**config.mk**
```make
export PLATFORM = sky130hd
export DESIGN_NAME = sucsp_bank
export DESIGN_NICKNAME = d
export VERILOG_FILES = /design/src/sucsp_pkg.sv /design/src/sucsp_prescaler.sv /design/src/sucsp_bank.sv
export SDC_FILE = /design/constraint.sdc
export NUM_CORES = 1
export LEC_CHECK = 0
export ABC_AREA = 1
export BUFFER_PORTS_ARGS = -buffer_cell sky130_fd_sc_hd__buf_2
export CORE_MARGIN = 2
export CORE_UTILIZATION = 59
export CTS_CLUSTER_DIAMETER = 30
export DETAILED_ROUTE_END_ITERATION = 16
export GPL_ROUTABILITY_DRIVEN = 0
export PLACE_DENSITY = 0.86
export SYNTH_ARGS = -nofsm -noshare
export SYNTH_HDL_FRONTEND = slang
export SYNTH_SLANG_ARGS = --single-unit
export TNS_END_PERCENT = 10
```
**constraint.sdc**
```tcl
create_clock -name i_clock -period 2.86 [get_ports i_clock]
set_input_delay 0 -clock i_clock [delete_from_list [all_inputs] [get_ports i_clock]]
set_output_delay 0 -clock i_clock [all_outputs]
set_load 0.01 [all_outputs]
```
**src/sucsp_pkg.sv**
```systemverilog
/*
 * Shared constants for the serial unit clock, stop and priority bank:
 * register offsets, field positions, reset values and the prescaler tick
 * function.
 * Assumes a 32-bit APB with byte addresses and one word per register.
 */
`default_nettype none
package sucsp_pkg;
    localparam int unsigned ADDR_W = 8;
    localparam int unsigned DATA_W = 32;
    localparam int unsigned CODE_W = 4;
    localparam int unsigned DIV_W = 15;

    // Register byte offsets
    localparam logic [7:0] OFS_PER_CLK_EN = 8'h00;
    localparam logic [7:0] OFS_PRESCALE = 8'h04;
    localparam logic [7:0] OFS_STOP_TRIG = 8'h08;
    localparam logic [7:0] OFS_PRIO_LOW = 8'h0c;
    localparam logic [7:0] OFS_PRIO_HIGH = 8'h10;
    localparam logic [7:0] OFS_START_TRIG = 8'h14;
    localparam logic [7:0] OFS_CH_STATUS = 8'h18;
    localparam logic [7:0] OFS_CH_CLK_SEL = 8'h1c;

    // Field positions
    localparam int unsigned UNIT0_EN_BIT = 2;
    localparam int unsigned FIRST_CODE_LSB = 0;
    localparam int unsigned SECOND_CODE_LSB = 4;
    localparam int unsigned PRIO_CH0_BIT = 5;

    // Reset values and fixed bits
    localparam logic [7:0] PER_CLK_EN_RESET = 8'h00;
    localparam logic [7:0] PRESCALE_RESET = 8'h00;
    localparam logic [7:0] PRIO_RESET = 8'hff;
    localparam logic [7:0] PRIO_FIXED_ONES = 8'h18;

    // Tick for a power-of-two divide: once every 2^code enabled cycles
    function automatic logic div_tick(input logic [DIV_W-1:0] cnt,
                                      input logic [CODE_W-1:0] code);
        logic [DIV_W:0] mask;
        mask = (16'h0001 << code) - 16'h0001;
        div_tick = ((cnt & mask[DIV_W-1:0]) == mask[DIV_W-1:0]);
    endfunction : div_tick
endpackage : sucsp_pkg
`default_nettype wire

```
**src/sucsp_prescaler.sv**
```systemverilog
/*
 * Two power-of-two operation clock tick generators sharing one counter.
 * Assumes i_enable already folds in the clock enable and the unit gate.
 */
`timescale 1ns/10ps
`default_nettype none
module sucsp_prescaler (
    input wire logic i_clock,
    input wire logic i_rst,
    input wire logic i_enable,
    input wire logic [sucsp_pkg::CODE_W-1:0] i_first_code,
    input wire logic [sucsp_pkg::CODE_W-1:0] i_second_code,
    output logic o_first_tick,
    output logic o_second_tick
);
    typedef struct packed {
        logic [sucsp_pkg::DIV_W-1:0] cnt;
        logic first_tick;
        logic second_tick;
    } sucsp_div_s;

    sucsp_div_s s;
    sucsp_div_s next_s;

    always_comb begin
        // Everything holds while disabled, so a clock-enable gap loses no
        // tick; code 0 ticks every enabled cycle
        next_s = s;
        if (i_enable) begin
            next_s.cnt = s.cnt + 15'h0001;
            next_s.first_tick =
                sucsp_pkg::div_tick(s.cnt, i_first_code);
            next_s.second_tick =
                sucsp_pkg::div_tick(s.cnt, i_second_code);
        end
    end

    always_ff @(posedge i_clock) begin
        if (i_rst) begin
            s <= '0;
        end else begin
            s <= next_s;
        end
    end

    assign o_first_tick = s.first_tick;
    assign o_second_tick = s.second_tick;
endmodule : sucsp_prescaler
`default_nettype wire

```
**src/sucsp_bank.sv**
```systemverilog
/*
 * APB register bank that gates the serial unit input clock, selects two
 * prescaled operation clocks, starts and stops channels, and forms the
 * channel 0 transfer-end interrupt priority level.
 * Assumes a 200 MHz i_clock, a synchronous active-high reset and an APB
 * master on the same clock.
 */
// Behaviour
// - unit clock runs only while enable bit set
// - first clock divides by two to code
// - stop write of one clears channel enable
// - priority level from one bit per register
// - channel clock select picks first or second
`timescale 1ns/10ps
`default_nettype none
module sucsp_bank #(
    parameter int unsigned CHANNELS = 4
) (
    input wire logic i_clock,
    input wire logic i_rst,
    input wire logic i_clk_en,
    input wire logic i_psel,
    input wire logic i_penable,
    input wire logic i_pwrite,
    input wire logic [sucsp_pkg::ADDR_W-1:0] i_paddr,
    input wire logic [sucsp_pkg::DATA_W-1:0] i_pwdata,
    output logic o_pready,
    output logic [sucsp_pkg::DATA_W-1:0] o_prdata,
    output logic o_pslverr,
    output logic o_unit0_clock_en,
    output logic [CHANNELS-1:0] o_channel_enabled,
    output logic [CHANNELS-1:0] o_channel_tick,
    output logic [CHANNELS-1:0] o_channel_stop,
    output logic [1:0] o_xfer_end_priority
);
    // Status and select registers hold one bit per channel in a 16-bit field
    if (CHANNELS < 1 || CHANNELS > 16) begin : g_bad_channels
        $error("CHANNELS must be 1 to 16");
    end

    typedef struct packed {
        logic [7:0] per_en;
        logic [7:0] prescale;
        logic [7:0] prio_low;
        logic [7:0] prio_high;
        logic [CHANNELS-1:0] ch_en;
        logic [CHANNELS-1:0] ch_sel;
        logic [CHANNELS-1:0] ch_tick;
        logic [CHANNELS-1:0] ch_stop;
        logic [1:0] prio;
        logic pready;
        logic pslverr;
        logic [sucsp_pkg::DATA_W-1:0] prdata;
    } sucsp_state_s;

    sucsp_state_s s;
    sucsp_state_s next_s;
    logic first_tick;
    logic second_tick;
    logic div_enable;

    ////////////////////////////////////////////////////////////////////////
    // Prescaler: frozen while the unit clock is gated off
    assign div_enable = i_clk_en & s.per_en[sucsp_pkg::UNIT0_EN_BIT];

    sucsp_prescaler u_prescaler (
        .i_clock(i_clock),
        .i_rst(i_rst),
        .i_enable(div_enable),
        .i_first_code(s.prescale[sucsp_pkg::FIRST_CODE_LSB +: 4]),
        .i_second_code(s.prescale[sucsp_pkg::SECOND_CODE_LSB +: 4]),
        .o_first_tick(first_tick),
        .o_second_tick(second_tick)
    );

    ////////////////////////////////////////////////////////////////////////
    function automatic logic is_mapped(input logic [7:0] a);
        is_mapped = (a == sucsp_pkg::OFS_PER_CLK_EN)
            || (a == sucsp_pkg::OFS_PRESCALE)
            || (a == sucsp_pkg::OFS_STOP_TRIG)
            || (a == sucsp_pkg::OFS_PRIO_LOW)
            || (a == sucsp_pkg::OFS_PRIO_HIGH)
            || (a == sucsp_pkg::OFS_START_TRIG)
            || (a == sucsp_pkg::OFS_CH_STATUS)
            || (a == sucsp_pkg::OFS_CH_CLK_SEL);
    endfunction : is_mapped

    function automatic logic [31:0] read_word(input sucsp_state_s st,
                                               input logic [7:0] a);
        read_word = 32'h0000_0000;
        unique case (a)
            sucsp_pkg::OFS_PER_CLK_EN: read_word[7:0] = st.per_en;
            sucsp_pkg::OFS_PRESCALE: read_word[7:0] = st.prescale;
            sucsp_pkg::OFS_PRIO_LOW:
                read_word[7:0] = st.prio_low | sucsp_pkg::PRIO_FIXED_ONES;
            sucsp_pkg::OFS_PRIO_HIGH:
                read_word[7:0] = st.prio_high | sucsp_pkg::PRIO_FIXED_ONES;
            sucsp_pkg::OFS_CH_STATUS: read_word[CHANNELS-1:0] = st.ch_en;
            sucsp_pkg::OFS_CH_CLK_SEL: read_word[CHANNELS-1:0] = st.ch_sel;
            // Trigger registers and holes read as zero
            default: read_word = 32'h0000_0000;
        endcase
    endfunction : read_word

    ////////////////////////////////////////////////////////////////////////
    always_comb begin
        logic wr;
        logic [CHANNELS-1:0] start;
        logic [CHANNELS-1:0] stop;
        logic [CHANNELS-1:0] pick;
        logic unit_on;
        wr = 1'b0;
        start = '0;
        stop = '0;
        pick = '0;
        unit_on = 1'b0;
        next_s = s;
        next_s.pready = 1'b0;
        next_s.pslverr = 1'b0;
        // Setup phase decodes, so the access phase needs no wait state
        if (i_psel && !i_penable) begin
            next_s.pready = 1'b1;
            next_s.pslverr = !is_mapped(i_paddr);
            next_s.prdata = i_pwrite ? 32'h0000_0000 : read_word(s, i_paddr);
        end
        wr = i_psel && i_penable && s.pready && i_pwrite && !s.pslverr;
        if (wr) begin
            unique case (i_paddr)
                sucsp_pkg::OFS_PER_CLK_EN: next_s.per_en = i_pwdata[7:0];
                sucsp_pkg::OFS_PRESCALE: next_s.prescale = i_pwdata[7:0];
                sucsp_pkg::OFS_PRIO_LOW: next_s.prio_low = i_pwdata[7:0];
                sucsp_pkg::OFS_PRIO_HIGH: next_s.prio_high = i_pwdata[7:0];
                sucsp_pkg::OFS_STOP_TRIG: stop = i_pwdata[CHANNELS-1:0];
                sucsp_pkg::OFS_START_TRIG: start = i_pwdata[CHANNELS-1:0];
                sucsp_pkg::OFS_CH_CLK_SEL:
                    next_s.ch_sel = i_pwdata[CHANNELS-1:0];
                default: next_s.per_en = s.per_en;
            endcase
        end
        // Zero bits do nothing; stop beats a start in the same write
        next_s.ch_en = (s.ch_en | start) & ~stop;
        next_s.ch_stop = stop;
        unit_on = s.per_en[sucsp_pkg::UNIT0_EN_BIT];
        for (int i = 0; i < CHANNELS; i++) begin
            pick[i] = s.ch_sel[i] ? second_tick : first_tick;
        end
        next_s.ch_tick = pick & s.ch_en & {CHANNELS{unit_on}};
        next_s.prio = {s.prio_low[sucsp_pkg::PRIO_CH0_BIT],
                       s.prio_high[sucsp_pkg::PRIO_CH0_BIT]};
    end

    always_ff @(posedge i_clock) begin
        if (i_rst) begin
            s <= '0;
            s.per_en <= sucsp_pkg::PER_CLK_EN_RESET;
            s.prescale <= sucsp_pkg::PRESCALE_RESET;
            s.prio_low <= sucsp_pkg::PRIO_RESET;
            s.prio_high <= sucsp_pkg::PRIO_RESET;
            s.prio <= {sucsp_pkg::PRIO_RESET[sucsp_pkg::PRIO_CH0_BIT],
                       sucsp_pkg::PRIO_RESET[sucsp_pkg::PRIO_CH0_BIT]};
        end else if (i_clk_en) begin
            s <= next_s;
        end
    end

    ////////////////////////////////////////////////////////////////////////
    assign o_pready = s.pready;
    assign o_prdata = s.prdata;
    assign o_pslverr = s.pslverr;
    assign o_unit0_clock_en = s.per_en[sucsp_pkg::UNIT0_EN_BIT];
    assign o_channel_enabled = s.ch_en;
    assign o_channel_tick = s.ch_tick;
    assign o_channel_stop = s.ch_stop;
    assign o_xfer_end_priority = s.prio;
endmodule : sucsp_bank
`default_nettype wire

```
Word level (Yosys, flattened, before mapping)
Index checks and enable logic that the tools add are counted.
{ "word_totals": {"word_cells": 71, "output_inout_bits": 49, "ff_bits": 101, "romBits": 0, "input_bits": 46, "memories": 0, "ram_bits": 0, "latch_bits": 0} }
{ "op_classes": {"reduce_logical": 22, "n_addsub": 3, "n_mul": 0, "div": 0, "eq_ne": 9, "muxes": 12, "shifts": 2, "n_bitwise": 8, "magnitude_cmp": 0} }
{ "op_table": {"columns": ["cell", "count"], "rows": [
  ["two-way mux 34 bit", 1],
  ["== test 8 x 5 -> 1 bit, second input constant", 4],
  ["AND 15 bit", 2],
  ["== test 15 bit", 2],
  ["left shift 1 x 4 -> 15 bit, first input constant", 2],
  ["subtractor 15 x 1 -> 15 bit, second input constant", 2],
  ["case mux 4 bit (6 select lines)", 1],
  ["== test 8 x 4 -> 1 bit, second input constant", 2],
  ["two-way mux 4 bit", 4],
  ["case mux 4 bit (4 select lines)", 1],
  ["adder 15 x 1 -> 15 bit, second input constant", 1],
  ["AND reduction 3 bit", 5],
  ["AND 4 bit", 3],
  ["== test 8 x 3 -> 1 bit, second input constant", 1],
  ["logical NOT 8 bit", 1],
  ["two-way mux 8 bit", 1],
  ["logical OR 1 bit", 7],
  ["logical AND 1 bit", 5],
  ["two-way mux 1 bit", 4],
  ["NOT 4 bit", 1],
  ["OR 4 bit", 1],
  ["logical NOT 1 bit", 3],
  ["AND reduction 2 bit", 1],
  ["AND 1 bit", 1]
]} }

Logic depth before layout (Yosys ltp)
Gate-level depths: netlist of the first run.
{ "logic_depth": {"depth_word": 10, "ltp_mapped": 14, "depth_no_buf": 12} }

Modules after synthesis
A second synthesis of the first run with hierarchy kept.
{ "unflattened": {"hier_cells": 637, "hier_area_um2": 4320.4} }
{ "modules_own_cells": {"columns": ["module", "seq_area_each_um2", "cells_per_inst", "instances", "area_per_inst_um2"], "rows": [
  ["sucsp_bank", 1121.1, 404, 1, 2922.8],
  ["sucsp_prescaler", 340.3, 233, 1, 1397.6]
]} }

Worst setup path after synthesis of the first run
OpenSTA, ideal clock, no wires.
{ "synth_timing": {"kind": "reg-to-reg", "from": "reg s[70] in the netlist's numbering", "to": "reg u_prescaler.s (netlist bit u_prescaler.o_first_tick)", "synth_period_minus_slack_ps": 1733, "setup_slack_ps": 1127, "path_buffers": 2, "setup_time_ps": 132, "required_ps": 2728, "stages_incl_launch_ff": 15, "arrival_ps": 1601, "cell_sequence": "dfxtp_1 clkbuf_2 nor2_2 nand2_1 ha_1 clkbuf_1 inv_1 a21oi_1 nand2_1 nand2_1 nand3_1 nand2_1 inv_1 nand3_1 a21oi_1"} }
{ "synth_via": {"elab_chain_len": 4} }
{ "synth_rtl": {"columns": ["item", "line_no", "text"], "rows": [
  ["from (decl)", "sucsp_bank.sv:56", "sucsp_state_s s;"],
  ["from (signal assigned)", "sucsp_bank.sv:162", "s <= next_s;"],
  ["left shift 1 x 4 -> 15 bit (*)", "sucsp_pkg.sv:40", "mask = (16'h0001 << code) - 16'h0001;"],
  ["subtractor 15 x 1 -> 15 bit (*)", "sucsp_pkg.sv:40", null],
  ["AND 15 bit", "sucsp_pkg.sv:41", "div_tick = ((cnt & mask[DIV_W-1:0]) == mask[DIV_W-1:0]);"],
  ["== test 15 bit (*)", "sucsp_pkg.sv:41", null],
  ["to (signal assigned)", "sucsp_prescaler.sv:42", "s <= next_s;"],
  ["to (decl)", "sucsp_prescaler.sv:22", "sucsp_div_s s;"]
]} }
Mark *: on every way between the ends. The rest lies on a longest branch, timed or not.
A chain may end at the register's enable or synchronous reset.

Final worst setup path of the first run
{ "layout_timing": {"from": "reg s[69] in the netlist's numbering", "to": "reg u_prescaler.s (netlist bit u_prescaler.o_first_tick)"} }
The elaborated chain is that of the path after synthesis.

==> results of run 1 <==
sequential cells by signal (all words and copies together), names as in the netlist:
signal and cells:
u_prescaler.o_first_tick 1, o_channel_enabled 4, o_channel_stop 4, u_prescaler.s 15, o_unit0_clock_en 1, o_pslverr 1
o_prdata 8, o_channel_tick 4, o_xfer_end_priority 2, s 29, u_prescaler.o_second_tick 1, next_s 2
o_pready 1
area by class of cell:
class	instances	area (um^2)
well taps	99	124
multi-input cells	461	2160
clock buffers	10	128
repair buffers	53	298
inverters	79	300
flip-flops and latches	73	1460
fillers	628	2550
clock inverters	6	113
metrics by stage:
stage	utilization (%)	area (um^2)
2_1_floorplan	-	4360
4_1_cts	64.2	4580
3_3_place_gp	60.0	4280
5_1_grt	64.2	4580
6_report	64.2	4580
3_5_place_dp	60.0	4280
cells in the mapped netlist:
library cell  number
nor3_1            10
o21ai_0           36
a211oi_2           2
o311ai_0           1
nand2_2            2
clkinv_1           1
o211ai_1          14
xnor2_1            1
dfxtp_1           73
buf_8              1
nor2_4             2
a211oi_1          13
nand3b_1           2
clkbuf_2           1
nand3_1           42
inv_4              1
o31ai_1            1
nor4_4             1
nor2_8             1
a31oi_1            2
nand4_1            8
o21bai_1           1
buf_2              4
conb_1             1
nor3_2             1
nand2_1          174
ha_1               3
a21oi_1           40
nor2_2             3
clkinv_2           1
nor2_1            75
inv_1             76
nor4_1             1
buf_4             46
buf_6              1
clkbuf_1          11
o22ai_1            1
metal layers:
metal	part of all wire [%]	wire length (um)
met1	42	4360
met2	47	4890
met3	7.7	796
met4	3.2	334
met5	0	0
cells in the final DEF, fill, tap and decap left out:
cell / instances
o311ai_0: 1
inv_4: 1
o31ai_1: 1
dfxtp_1: 73
nand4_1: 8
nor2_4: 2
o22ai_1: 1
nand2_2: 2
a211oi_1: 13
nor3_1: 10
xnor2_1: 1
inv_6: 2
conb_1: 24
nor4_1: 1
o21ai_0: 36
clkbuf_8: 9
nor2_1: 75
a211oi_2: 2
ha_1: 3
nand3_1: 42
nand2_1: 174
a31oi_1: 2
inv_1: 76
clkinv_2: 2
o211ai_1: 14
buf_4: 1
nor2_2: 3
o21bai_1: 1
clkinv_1: 1
clkbuf_1: 1
dlygate4sd3_1: 6
bufinv_16: 3
nor3_2: 1
buf_2: 46
nand3b_1: 2
nor2_8: 1
a21oi_1: 40
nor4_4: 1
logic make-up (layout without fill, tap and decap cells):
group / count (synthesis) / count (layout)
xor gates and xnor gates: 1 / 1
AOI/OAI and AO/OA: 111 / 111
buffers and inverters: 143 / 148
DFF: 73 / 73
adders and majority gates: 3 / 3
and+or+nand+nor: 322 / 322
other: 1 / 24
repair_timing:
action / 4_1_cts / 5_1_grt
hold buffers: 6 / 0
endpoints found under the setup margin: 0 / 0
hold endpoints to repair: 13 / 0
setup buffers: 0 / 0
tightest hold or removal path, cell delays in order:
cell     delay [ns]
buf_2          0.09
nor2_1         0.12
nand2_1        0.10
a21oi_1        0.05
how the worst min path moves through the flow:
stage,from,to,slack (ns)
floorplan,i_pwdata[3],o_channel_enabled[3],0.16
global placement,i_pwdata[3],o_channel_enabled[3],0.30
detailed placement,i_pwdata[3],o_channel_enabled[3],0.30
CTS,i_pwrite,o_prdata[1],0.04
global route,i_pwrite,o_prdata[0],0.07
finish,i_pwrite,o_prdata[1],0.05
where the power goes:
part | internal, W | switching, W | total, W
Clock | 0.000585 | 0.000414 | 0.000999
Combinational | 0.0000279 | 0.0000736 | 0.000102
Sequential | 0.00102 | 0.00000158 | 0.00102
Total | 0.00163 | 0.000489 | 0.00212
==> flow_summary.json, run 1 <==
{
  "synth_top_family_by_area": "simple AND/OR/NAND/NOR gates",
  "dieArea_um2": 7940,
  "numClockSinks": 73,
  "report.final.hold_viol_count": 0,
  "cts_buffers": 9,
  "r2r_setup_slack_ns": 0.79,
  "grt_max_degree": 41,
  "crit_arrival_ns": 2.36,
  "drcViolationCount": 0,
  "grtUsageMet3_pct": 6.28,
  "crit_family": "simple AND/OR/NAND/NOR gates",
  "dr.pass1.iters": 5,
  "core.rowCount": 31,
  "nets": 726,
  "yosys.cell_types.count": 37,
  "power_density_nw_per_um2": 463,
  "max_stage_delay_ns": 0.45,
  "status": "complete, no violations",
  "dpl.cell_count": 759,
  "post-synth-top-area-cell": "dfxtp_1",
  "crit_start": "s[69]",
  "synthTopCellsByArea": "dfxtp_1 34%, nand2_1 15%, buf_4 8.1%",
  "met1_usage_pct": 32.0,
  "start_util_pct": 59.9,
  "coreArea_um2": 7140,
  "cp_slowest_cell": "dfxtp_1",
  "grt_overflow": 0,
  "yosys_warnings": 0,
  "synth.avg_cell_area_um2": 6.53,
  "fin_ws_ns": 0.791,
  "dp_hpwl_um": 7450,
  "cts_root_buf": "clkbuf_8",
  "synthMuxAreaShare_pct": 0,
  "chipWidth_um": 89.1,
  "synth_cells": 654,
  "fin_setup_tns_ns": 0,
  "vias": 4185,
  "grt_util_all_layers_pct": 26.5,
  "synth_xor_area_share_pct": 0.205,
  "fin_cells": 781,
  "grt_pass1_vias": 3643,
  "critPathBufInv": 3,
  "preCtsSetupSlack_ns": 0.881,
  "min_path_type": "in2reg",
  "fin_crit_sh_pct": 72.3,
  "clockBufferDepth": 2,
  "endpoint": "u_prescaler.o_first_tick",
  "clk_pin_slew_ns": 0.08,
  "io_pins": 95,
  "hold_slack_ns": 0.0476,
  "grtUsageMet2_pct": 45.3,
  "maxCapViolations": 0,
  "fin_crit_ns": 2.07,
  "drv_slew": 0,
  "worst_pin_slew_ns": 1.07,
  "start_kind": "register",
  "r2r_end": "u_prescaler.o_first_tick",
  "power_w": 0.00212,
  "synth_fa_ha_area_share_pct": 0.879,
  "ys_seq_elements": 73,
  "p_leak_nw": 2.16,
  "port_buffers": 46,
  "required_ns": 3.15,
  "routedWlPerCell_um": 13.3,
  "finalClockSkew_ns": 0.00838,
  "critPathMaxFanout": 9,
  "slew-limit-headroom_pct": 28.9,
  "yosys.area_share.simple_pct": 32.1,
  "mappedNetlistArea_um2": 4270,
  "r2r_start": "s[69]",
  "r2r_cells": 11,
  "end_kind": "register",
  "cts_tree": "done",
  "path_class": "reg2reg",
  "busiest_layer": "met2",
  "drtIter0Drc": 373,
  "syn2layout_area_growth_pct": 7.26,
  "min_path_cells": 4,
  "antenna_found_initial": 0,
  "fmax_mhz": 483,
  "finalSetupViolCount": 0,
  "ctsResizeCount": 0,
  "synth.yosys.seq_area_share_pct": 34.2,
  "dieHeight_um": 89.1,
  "grt_setup_unrepaired": "no",
  "h-tree-depth": 3,
  "ant_nets": 0,
  "drive_gt1_share_pct": 11.1,
  "routed_via_density": 5.36,
  "synth_top_cell_area_share_pct": 34.2,
  "crit_path_cell_trace": "inv_1, nand4_1, ha_1, inv_1, a21oi_1, nand3_1, nand3_1, nand2_1, inv_1, nand3_1, a21oi_1",
  "wl_um": 10400,
  "crit_cells": 11,
  "synth_compound_area_share_pct": 15.2,
  "grt_pass1_wl_um": 16300,
  "antenna_cells": 0,
  "peakVddDrop_v": 0.000246,
  "clk_latency_ns": 0.36
}
No activity file was read; power rests on OpenSTA's default activity.
==> run 2, diff against run 1 <==
--- a/config.mk
+++ b/config.mk
@@ -5,14 +5,14 @@
 export SDC_FILE = /design/constraint.sdc
 export NUM_CORES = 1
 export LEC_CHECK = 0
-export ABC_AREA = 1
+export ABC_AREA = 0
 export BUFFER_PORTS_ARGS = -buffer_cell sky130_fd_sc_hd__buf_2
 export CORE_MARGIN = 2
-export CORE_UTILIZATION = 59
+export CORE_UTILIZATION = 55
 export CTS_CLUSTER_DIAMETER = 30
 export DETAILED_ROUTE_END_ITERATION = 16
 export GPL_ROUTABILITY_DRIVEN = 0
-export PLACE_DENSITY = 0.86
+export PLACE_DENSITY = 0.81
 export SYNTH_ARGS = -nofsm -noshare
 export SYNTH_HDL_FRONTEND = slang
 export SYNTH_SLANG_ARGS = --single-unit
==> constraint.sdc (replaced) <==
create_clock -name i_clock -period 2.2 [get_ports i_clock]
set_input_delay 0 -clock i_clock [delete_from_list [all_inputs] [get_ports i_clock]]
set_output_delay 0 -clock i_clock [all_outputs]
set_load 0.01 [all_outputs]
==> flow_summary.json, run 2 <==
{
  "r2r_cells": 7,
  "critPathMaxFanout": 7,
  "routed_via_density": 5.84,
  "dieHeight_um": 91.3,
  "crit_arrival_ns": 2.44,
  "fmax_mhz": 453,
  "wl_um": 9710,
  "maxCapViolations": 0,
  "p_leak_nw": 1.82,
  "dp_hpwl_um": 6760,
  "finalClockSkew_ns": 0.00765,
  "status": "finished, violations left",
  "synth_xor_area_share_pct": 2.93,
  "grt_max_degree": 26,
  "dieArea_um2": 8340,
  "synth_edf_count": 0,
  "synth_top_cell_area_share_pct": 34.9,
  "report.final.hold_viol_count": 0,
  "core.rowCount": 31,
  "yosys.cell_types.count": 66,
  "mappedNetlistArea_um2": 4190,
  "largest_reg_flops": 29,
  "max_stage_delay_ns": 0.55,
  "synth_cells": 501,
  "min_path_cells": 3,
  "path_class": "reg2reg",
  "finalSetupViolCount": 1,
  "crit_cells": 7,
  "ys_seq_elements": 73,
  "seq_area_um2": 1460,
  "end_kind": "register",
  "synth.avg_cell_area_um2": 8.37,
  "power_w": 0.00242,
  "grt_pass1_vias": 3351,
  "cts_buffers": 9,
  "synth_compound_area_share_pct": 17.7,
  "peakVddDrop_v": 0.000236,
  "crit_start": "s[68]",
  "async_flop_share_pct": 0,
  "grt_overflow": 0,
  "fin_cells": 632,
  "routedWlPerCell_um": 15.4,
  "antenna_cells": 0,
  "switchingPower_w": 0.000627,
  "port_buffers": 46,
  "top_register": "s",
  "drv_slew": 0,
  "yosys_warnings": 0,
  "dr.pass1.iters": 5,
  "crit_path_cell_trace": "or4_4, ha_4, or4bb_1, a211oi_2, a2111oi_4, nand4_1, o31ai_1",
  "vias": 3692,
  "clockBufferDepth": 2,
  "r2r_start": "s[68]",
  "layout_common_cells": "73 x dfxtp_1, 56 x nor2_1, 46 x buf_2, 30 x nand2_1",
  "cp_slowest_cell": "or4_4",
  "cts_setup_buffers": 0,
  "synth_top_family_by_area": "simple AND/OR/NAND/NOR gates",
  "synth.most_common_cell": "dfxtp_1",
  "post-synth-top-area-cell": "dfxtp_1",
  "critPathBufInv": 0,
  "dpl.cell_count": 607,
  "chipWidth_um": 91.3,
  "antenna_found_initial": 0,
  "swShare_pct": 25.9,
  "power_frac_comb_pct": 7.0,
  "hold_start": "i_pwdata[1]",
  "fin_ws_ns": -0.00585,
  "fillers": 615,
  "ys_top_cells_by_count": "73 x dfxtp_1, 56 x nor2_1, 46 x buf_4, 30 x nand2_1, 29 x clkbuf_1",
  "cts_tree": "done",
  "clk_latency_ns": 0.34,
  "crit_family": "simple AND/OR/NAND/NOR gates",
  "violations": "negative setup slack",
  "drcViolationCount": 0,
  "synthTopCellsByArea": "dfxtp_1 35%, buf_4 8.2%, mux2i_1 5.7%",
  "synth.yosys.seq_area_share_pct": 34.9,
  "yosys.area_share.simple_pct": 22.5,
  "multi_input_area_um2": 2320,
  "io_pins": 95,
  "final_common_cell": "dfxtp_1",
  "required_ns": 2.43,
  "synthFlopType": "dfxtp_1",
  "worst_pin_slew_ns": 1.13,
  "fin_crit_sh_pct": 100,
  "coreArea_um2": 7330,
  "ant_nets": 0,
  "numClockSinks": 73,
  "stdcell_area_um2": 4600,
  "power_density_nw_per_um2": 526,
  "min_path_type": "in2reg",
  "fin_util_pct": 62.7,
  "grt_setup_unrepaired": "yes",
  "start_util_pct": 57.2,
  "synthMuxAreaShare_pct": 8.15,
  "pwr-share-seq_pct": 54.8,
  "synth_fa_ha_area_share_pct": 0.896,
  "cts_root_buf": "clkbuf_8",
  "clk_pin_slew_ns": 0.08,
  "place_area_um2": 4300,
  "p_int_w": 0.00179,
  "nets": 577,
  "drive_gt1_share_pct": 19.3,
  "slew-limit-headroom_pct": 23.8,
  "grt_pass1_wl_um": 15400,
  "h-tree-depth": 3,
  "drtIter0Drc": 236,
  "fin_crit_ns": 2.21,
  "clock_power_share_pct": 38.2,
  "grt_util_all_layers_pct": 22.6,
  "start_kind": "register",
  "syn2layout_area_growth_pct": 9.70
}
## run 2: changes by cell type after synthesis, sizes merged, moves of 17 or more
cell,before,now
a21oi,40,17
clkbuf,12,29
inv,77,13
mux2i,0,24
nand2,176,30
nand3,42,12
nor2,81,56
## run 2: cell families (layout without fill, tap and decap cells)
| family | after synthesis | count (layout) |
|---|---|---|
| xor+xnor | 14 | 14 |
| simple gates | 178 | 178 |
| mux | 33 | 33 |
| buf+inv | 95 | 104 |
| other cells | 1 | 24 |
| flops | 73 | 73 |
| fa+ha+maj | 3 | 3 |
| compound gates | 104 | 104 |
## run 2: worst register-to-register path, delay by kind of cell (launching register included)
| kind | cells | cell delay [ns] |
|---|---|---|
| AO/OA/AOI/OAI | 3 | 0.43 |
| adder cells (fa/ha/maj) | 1 | 0.20 |
| flip-flops | 1 | 0.32 |
| AND/OR/NAND/NOR | 3 | 1.16 |
## run 2: timing repair
| action | in CTS | in global routing |
|---|---|---|
| hold buffers | 9 | 0 |
| pin swaps | 2 | 0 |
| hold endpoints to repair | 20 | 0 |
| endpoints found under the setup margin | 1 | 2 |
| resized for setup | 3 | 2 |
## run 2: final timing paths
kind,end,slack (ns)
min reg2reg,o_channel_stop[2],0.47
min,o_channel_stop[1],0.03
max reg2reg,u_prescaler.o_first_tick,-0.006
max,u_prescaler.o_first_tick,-0.006
## run 2: cell type report
cell class / instances / area share (%)
multi-input combinational: 356 / 50.5
clock buffer: 10 / 2.78
sequential: 73 / 31.8
tap: 99 / 2.69
inverter: 13 / 1.06
timing repair buffer: 75 / 10.2
clock inverter: 6 / 0.952
## run 2: per-layer routing
layer | vias up | track usage [%] | part of all wire (%)
met5 | - | 0 | 0
met4 | 0 | 9.22 | 2.0
met3 | 20 | 4.73 | 6.6
met2 | 152 | 38.1 | 49
met1 | 1750 | 28.1 | 43
li1 | 1770 | - | -
## run 2: stage by stage
step                      hold WS [ns]  worst slack [ns]  setup TNS (ns)
after CTS                      0.00340          -0.00486        -0.00486
final                           0.0286          -0.00585        -0.00585
after floorplan                  0.118           -0.0121         -0.0121
after detailed placement         0.264           -0.0333         -0.0333
after global placement           0.260            0.0285               0
after global routing            0.0270           -0.0977         -0.0977
## run 2: power by group through the flow
stage                     combinational (W)  sequential, W  clock, W
after floorplan                    0.000132        0.00136         0
after global placement             0.000151        0.00136         0
after detailed placement           0.000154        0.00136         0
after CTS                          0.000166        0.00132  0.000935
after global routing               0.000184        0.00133  0.000997
final                              0.000170        0.00133  0.000925
==> run 3, diff against run 2 <==
--- a/config.mk
+++ b/config.mk
@@ -13,6 +13,7 @@
 export DETAILED_ROUTE_END_ITERATION = 16
 export GPL_ROUTABILITY_DRIVEN = 0
 export PLACE_DENSITY = 0.81
+export SETUP_SLACK_MARGIN = 0.2
 export SYNTH_ARGS = -nofsm -noshare
 export SYNTH_HDL_FRONTEND = slang
 export SYNTH_SLANG_ARGS = --single-unit
==> flow_summary.json, run 3 (synthesized netlist as in run 2, its figures left out) <==
{
  "status": "complete, no violations",
  "dieHeight_um": 91.3,
  "place_area_um2": 4290,
  "pwr-share-seq_pct": 51.5,
  "path_class": "reg2reg",
  "worst_pin_slew_ns": 1.12,
  "syn2layout_area_growth_pct": 10.5,
  "grt_pass1_vias": 3389,
  "dpl.cell_count": 603,
  "port_buffers": 46,
  "busiest_layer": "met2",
  "crit_arrival_ns": 2.42,
  "critPathBufInv": 0,
  "end_kind": "register",
  "core.rowCount": 31,
  "routed_via_density": 5.84,
  "grt_overflow": 0,
  "preCtsSetupSlack_ns": 0.0398,
  "drv_slew": 0,
  "wl_um": 9810,
  "r2r_setup_slack_ns": 0.03,
  "largest_reg_flops": 29,
  "hold_start": "i_paddr[6]",
  "p_leak_nw": 1.83,
  "dr.pass1.iters": 5,
  "power_density_nw_per_um2": 556,
  "fin_cells": 629,
  "cts_root_buf": "clkbuf_8",
  "grtUsageMet2_pct": 39.8,
  "crit_path_cell_trace": "or4_4, ha_4, or4bb_1, a211oi_2, a2111oi_2, nand4_1, o31ai_1",
  "met1_usage_pct": 30.4,
  "fin_crit_ns": 2.17,
  "clk_latency_ns": 0.36,
  "hold_slack_ns": 0.0254,
  "r2r_start": "s[68]",
  "peakVddDrop_v": 0.000346,
  "fin_crit_sh_pct": 98.6,
  "drtIter0Drc": 239,
  "crit_cells": 7,
  "maxCapViolations": 0,
  "holdPathEnd": "o_pslverr",
  "drcViolationCount": 0,
  "io_pins": 95,
  "clockBufferDepth": 2,
  "min_path_cells": 5,
  "ant_nets": 0,
  "crit_family": "simple AND/OR/NAND/NOR gates",
  "nets": 574,
  "fmax_mhz": 461,
  "cp_slowest_cell": "or4_4",
  "dp_hpwl_um": 6740,
  "top_register": "s",
  "max_stage_delay_ns": 0.56,
  "start_util_pct": 57.2,
  "clock_power_share_pct": 41.9,
  "grt_setup_unrepaired": "yes",
  "clk_pin_slew_ns": 0.09,
  "critPathMaxFanout": 14,
  "required_ns": 2.45,
  "p_int_w": 0.00191,
  "cts_buffers": 9,
  "antenna_cells": 0,
  "switchingPower_w": 0.000661,
  "fin_ws_ns": 0.0310,
  "slew-limit-headroom_pct": 24.7,
  "layout_common_cells": "73 x dfxtp_1, 56 x nor2_1, 46 x buf_2, 29 x nand2_1",
  "grt_pass1_wl_um": 16000,
  "grt_max_degree": 30,
  "final_common_cell": "dfxtp_1",
  "numClockSinks": 73,
  "cts_tree": "done",
  "routedWlPerCell_um": 15.6,
  "grtUsageMet3_pct": 4.56,
  "coreArea_um2": 7330,
  "drive_gt1_share_pct": 19.6,
  "chipWidth_um": 91.3,
  "dieArea_um2": 8340,
  "vias": 3671,
  "start_kind": "register",
  "r2r_cells": 7,
  "min_path_type": "in2reg",
  "swShare_pct": 25.7,
  "antenna_found_initial": 0,
  "finalClockSkew_ns": 0.0138,
  "report.final.hold_viol_count": 0,
  "stdcell_area_um2": 4630,
  "grt_util_all_layers_pct": 23.8,
  "finalSetupViolCount": 0,
  "r2r_end": "u_prescaler.o_first_tick",
  "power_frac_comb_pct": 6.7,
  "h-tree-depth": 3
}
-- run 3: cell types whose count changed in the layout (fill, tap and decap cells not counted), sizes merged --
cell	previous run	this run
clkinvlp	1	0
clkinv	4	5
bufinv	0	1
clkbuf	10	9
buf	66	62
dlygate4sd3	9	10
-- run 3: how the worst max path moves through the flow --
stage	startpoint	to	slack [ns]
final	s[68]	u_prescaler.o_first_tick	0.03
after global routing	s[68]	u_prescaler.o_first_tick	-0.09
after CTS	s[68]	u_prescaler.o_first_tick	0.04
after detailed placement	s[68]	u_prescaler.o_first_tick	0.04
after global placement	s[68]	u_prescaler.o_first_tick	0.1
after floorplan	s[70]	u_prescaler.o_first_tick	0.07
-- run 3: stage by stage --
step / setup TNS, ns / power [W] / util [%]
finish: 0 / 0.00257 / 63.2
CTS: 0 / 0.00258 / 62.6
floorplan: 0 / 0.00149 / -
detailed placement: 0 / 0.00151 / 58.5
global route: -0.0900 / 0.00265 / 63.2
global placement: 0 / 0.00151 / 58.5
-- run 3: tightest hold or removal path, delay by kind of cell --
family,cells,cell delay [ns]
AO/OA/AOI/OAI,1,0.07
buffers and inverters,1,0.07
AND/OR/NAND/NOR,3,0.20
-- run 3: layout make-up --
class | instances | area (um^2)
clock buffers | 9 | 124
inverters | 13 | 48.8
clock inverters | 7 | 78.8
well taps | 99 | 124
flip-flops and latches | 73 | 1460
fillers | 600 | 2700
repair buffers | 72 | 450
multi-input cells | 356 | 2350
-- run 3: power by group through the flow --
stage | Sequential, W | Clock, W | Combinational (W)
6_report | 0.00132 | 0.00108 | 0.000171
3_3_place_gp | 0.00136 | 0 | 0.000151
5_1_grt | 0.00133 | 0.00114 | 0.000189
2_1_floorplan | 0.00136 | 0 | 0.000132
3_5_place_dp | 0.00136 | 0 | 0.000153
4_1_cts | 0.00132 | 0.00109 | 0.000167
-- run 3: metal layers --
layer  share of wire (%)  routed length, um
met5                   0                  0
met4                 1.8                178
met3                 5.5                540
met2                  49               4770
met1                  44               4320
-- run 3: timing repair --
item                                    in CTS  in global routing
pin swaps                                    0                  3
hold buffers                                10                  0
gates resized for setup                      0                  8
setup buffers                                0                  0
endpoints found under the setup margin       2                  2
endpoints found under the hold margin       20                  0
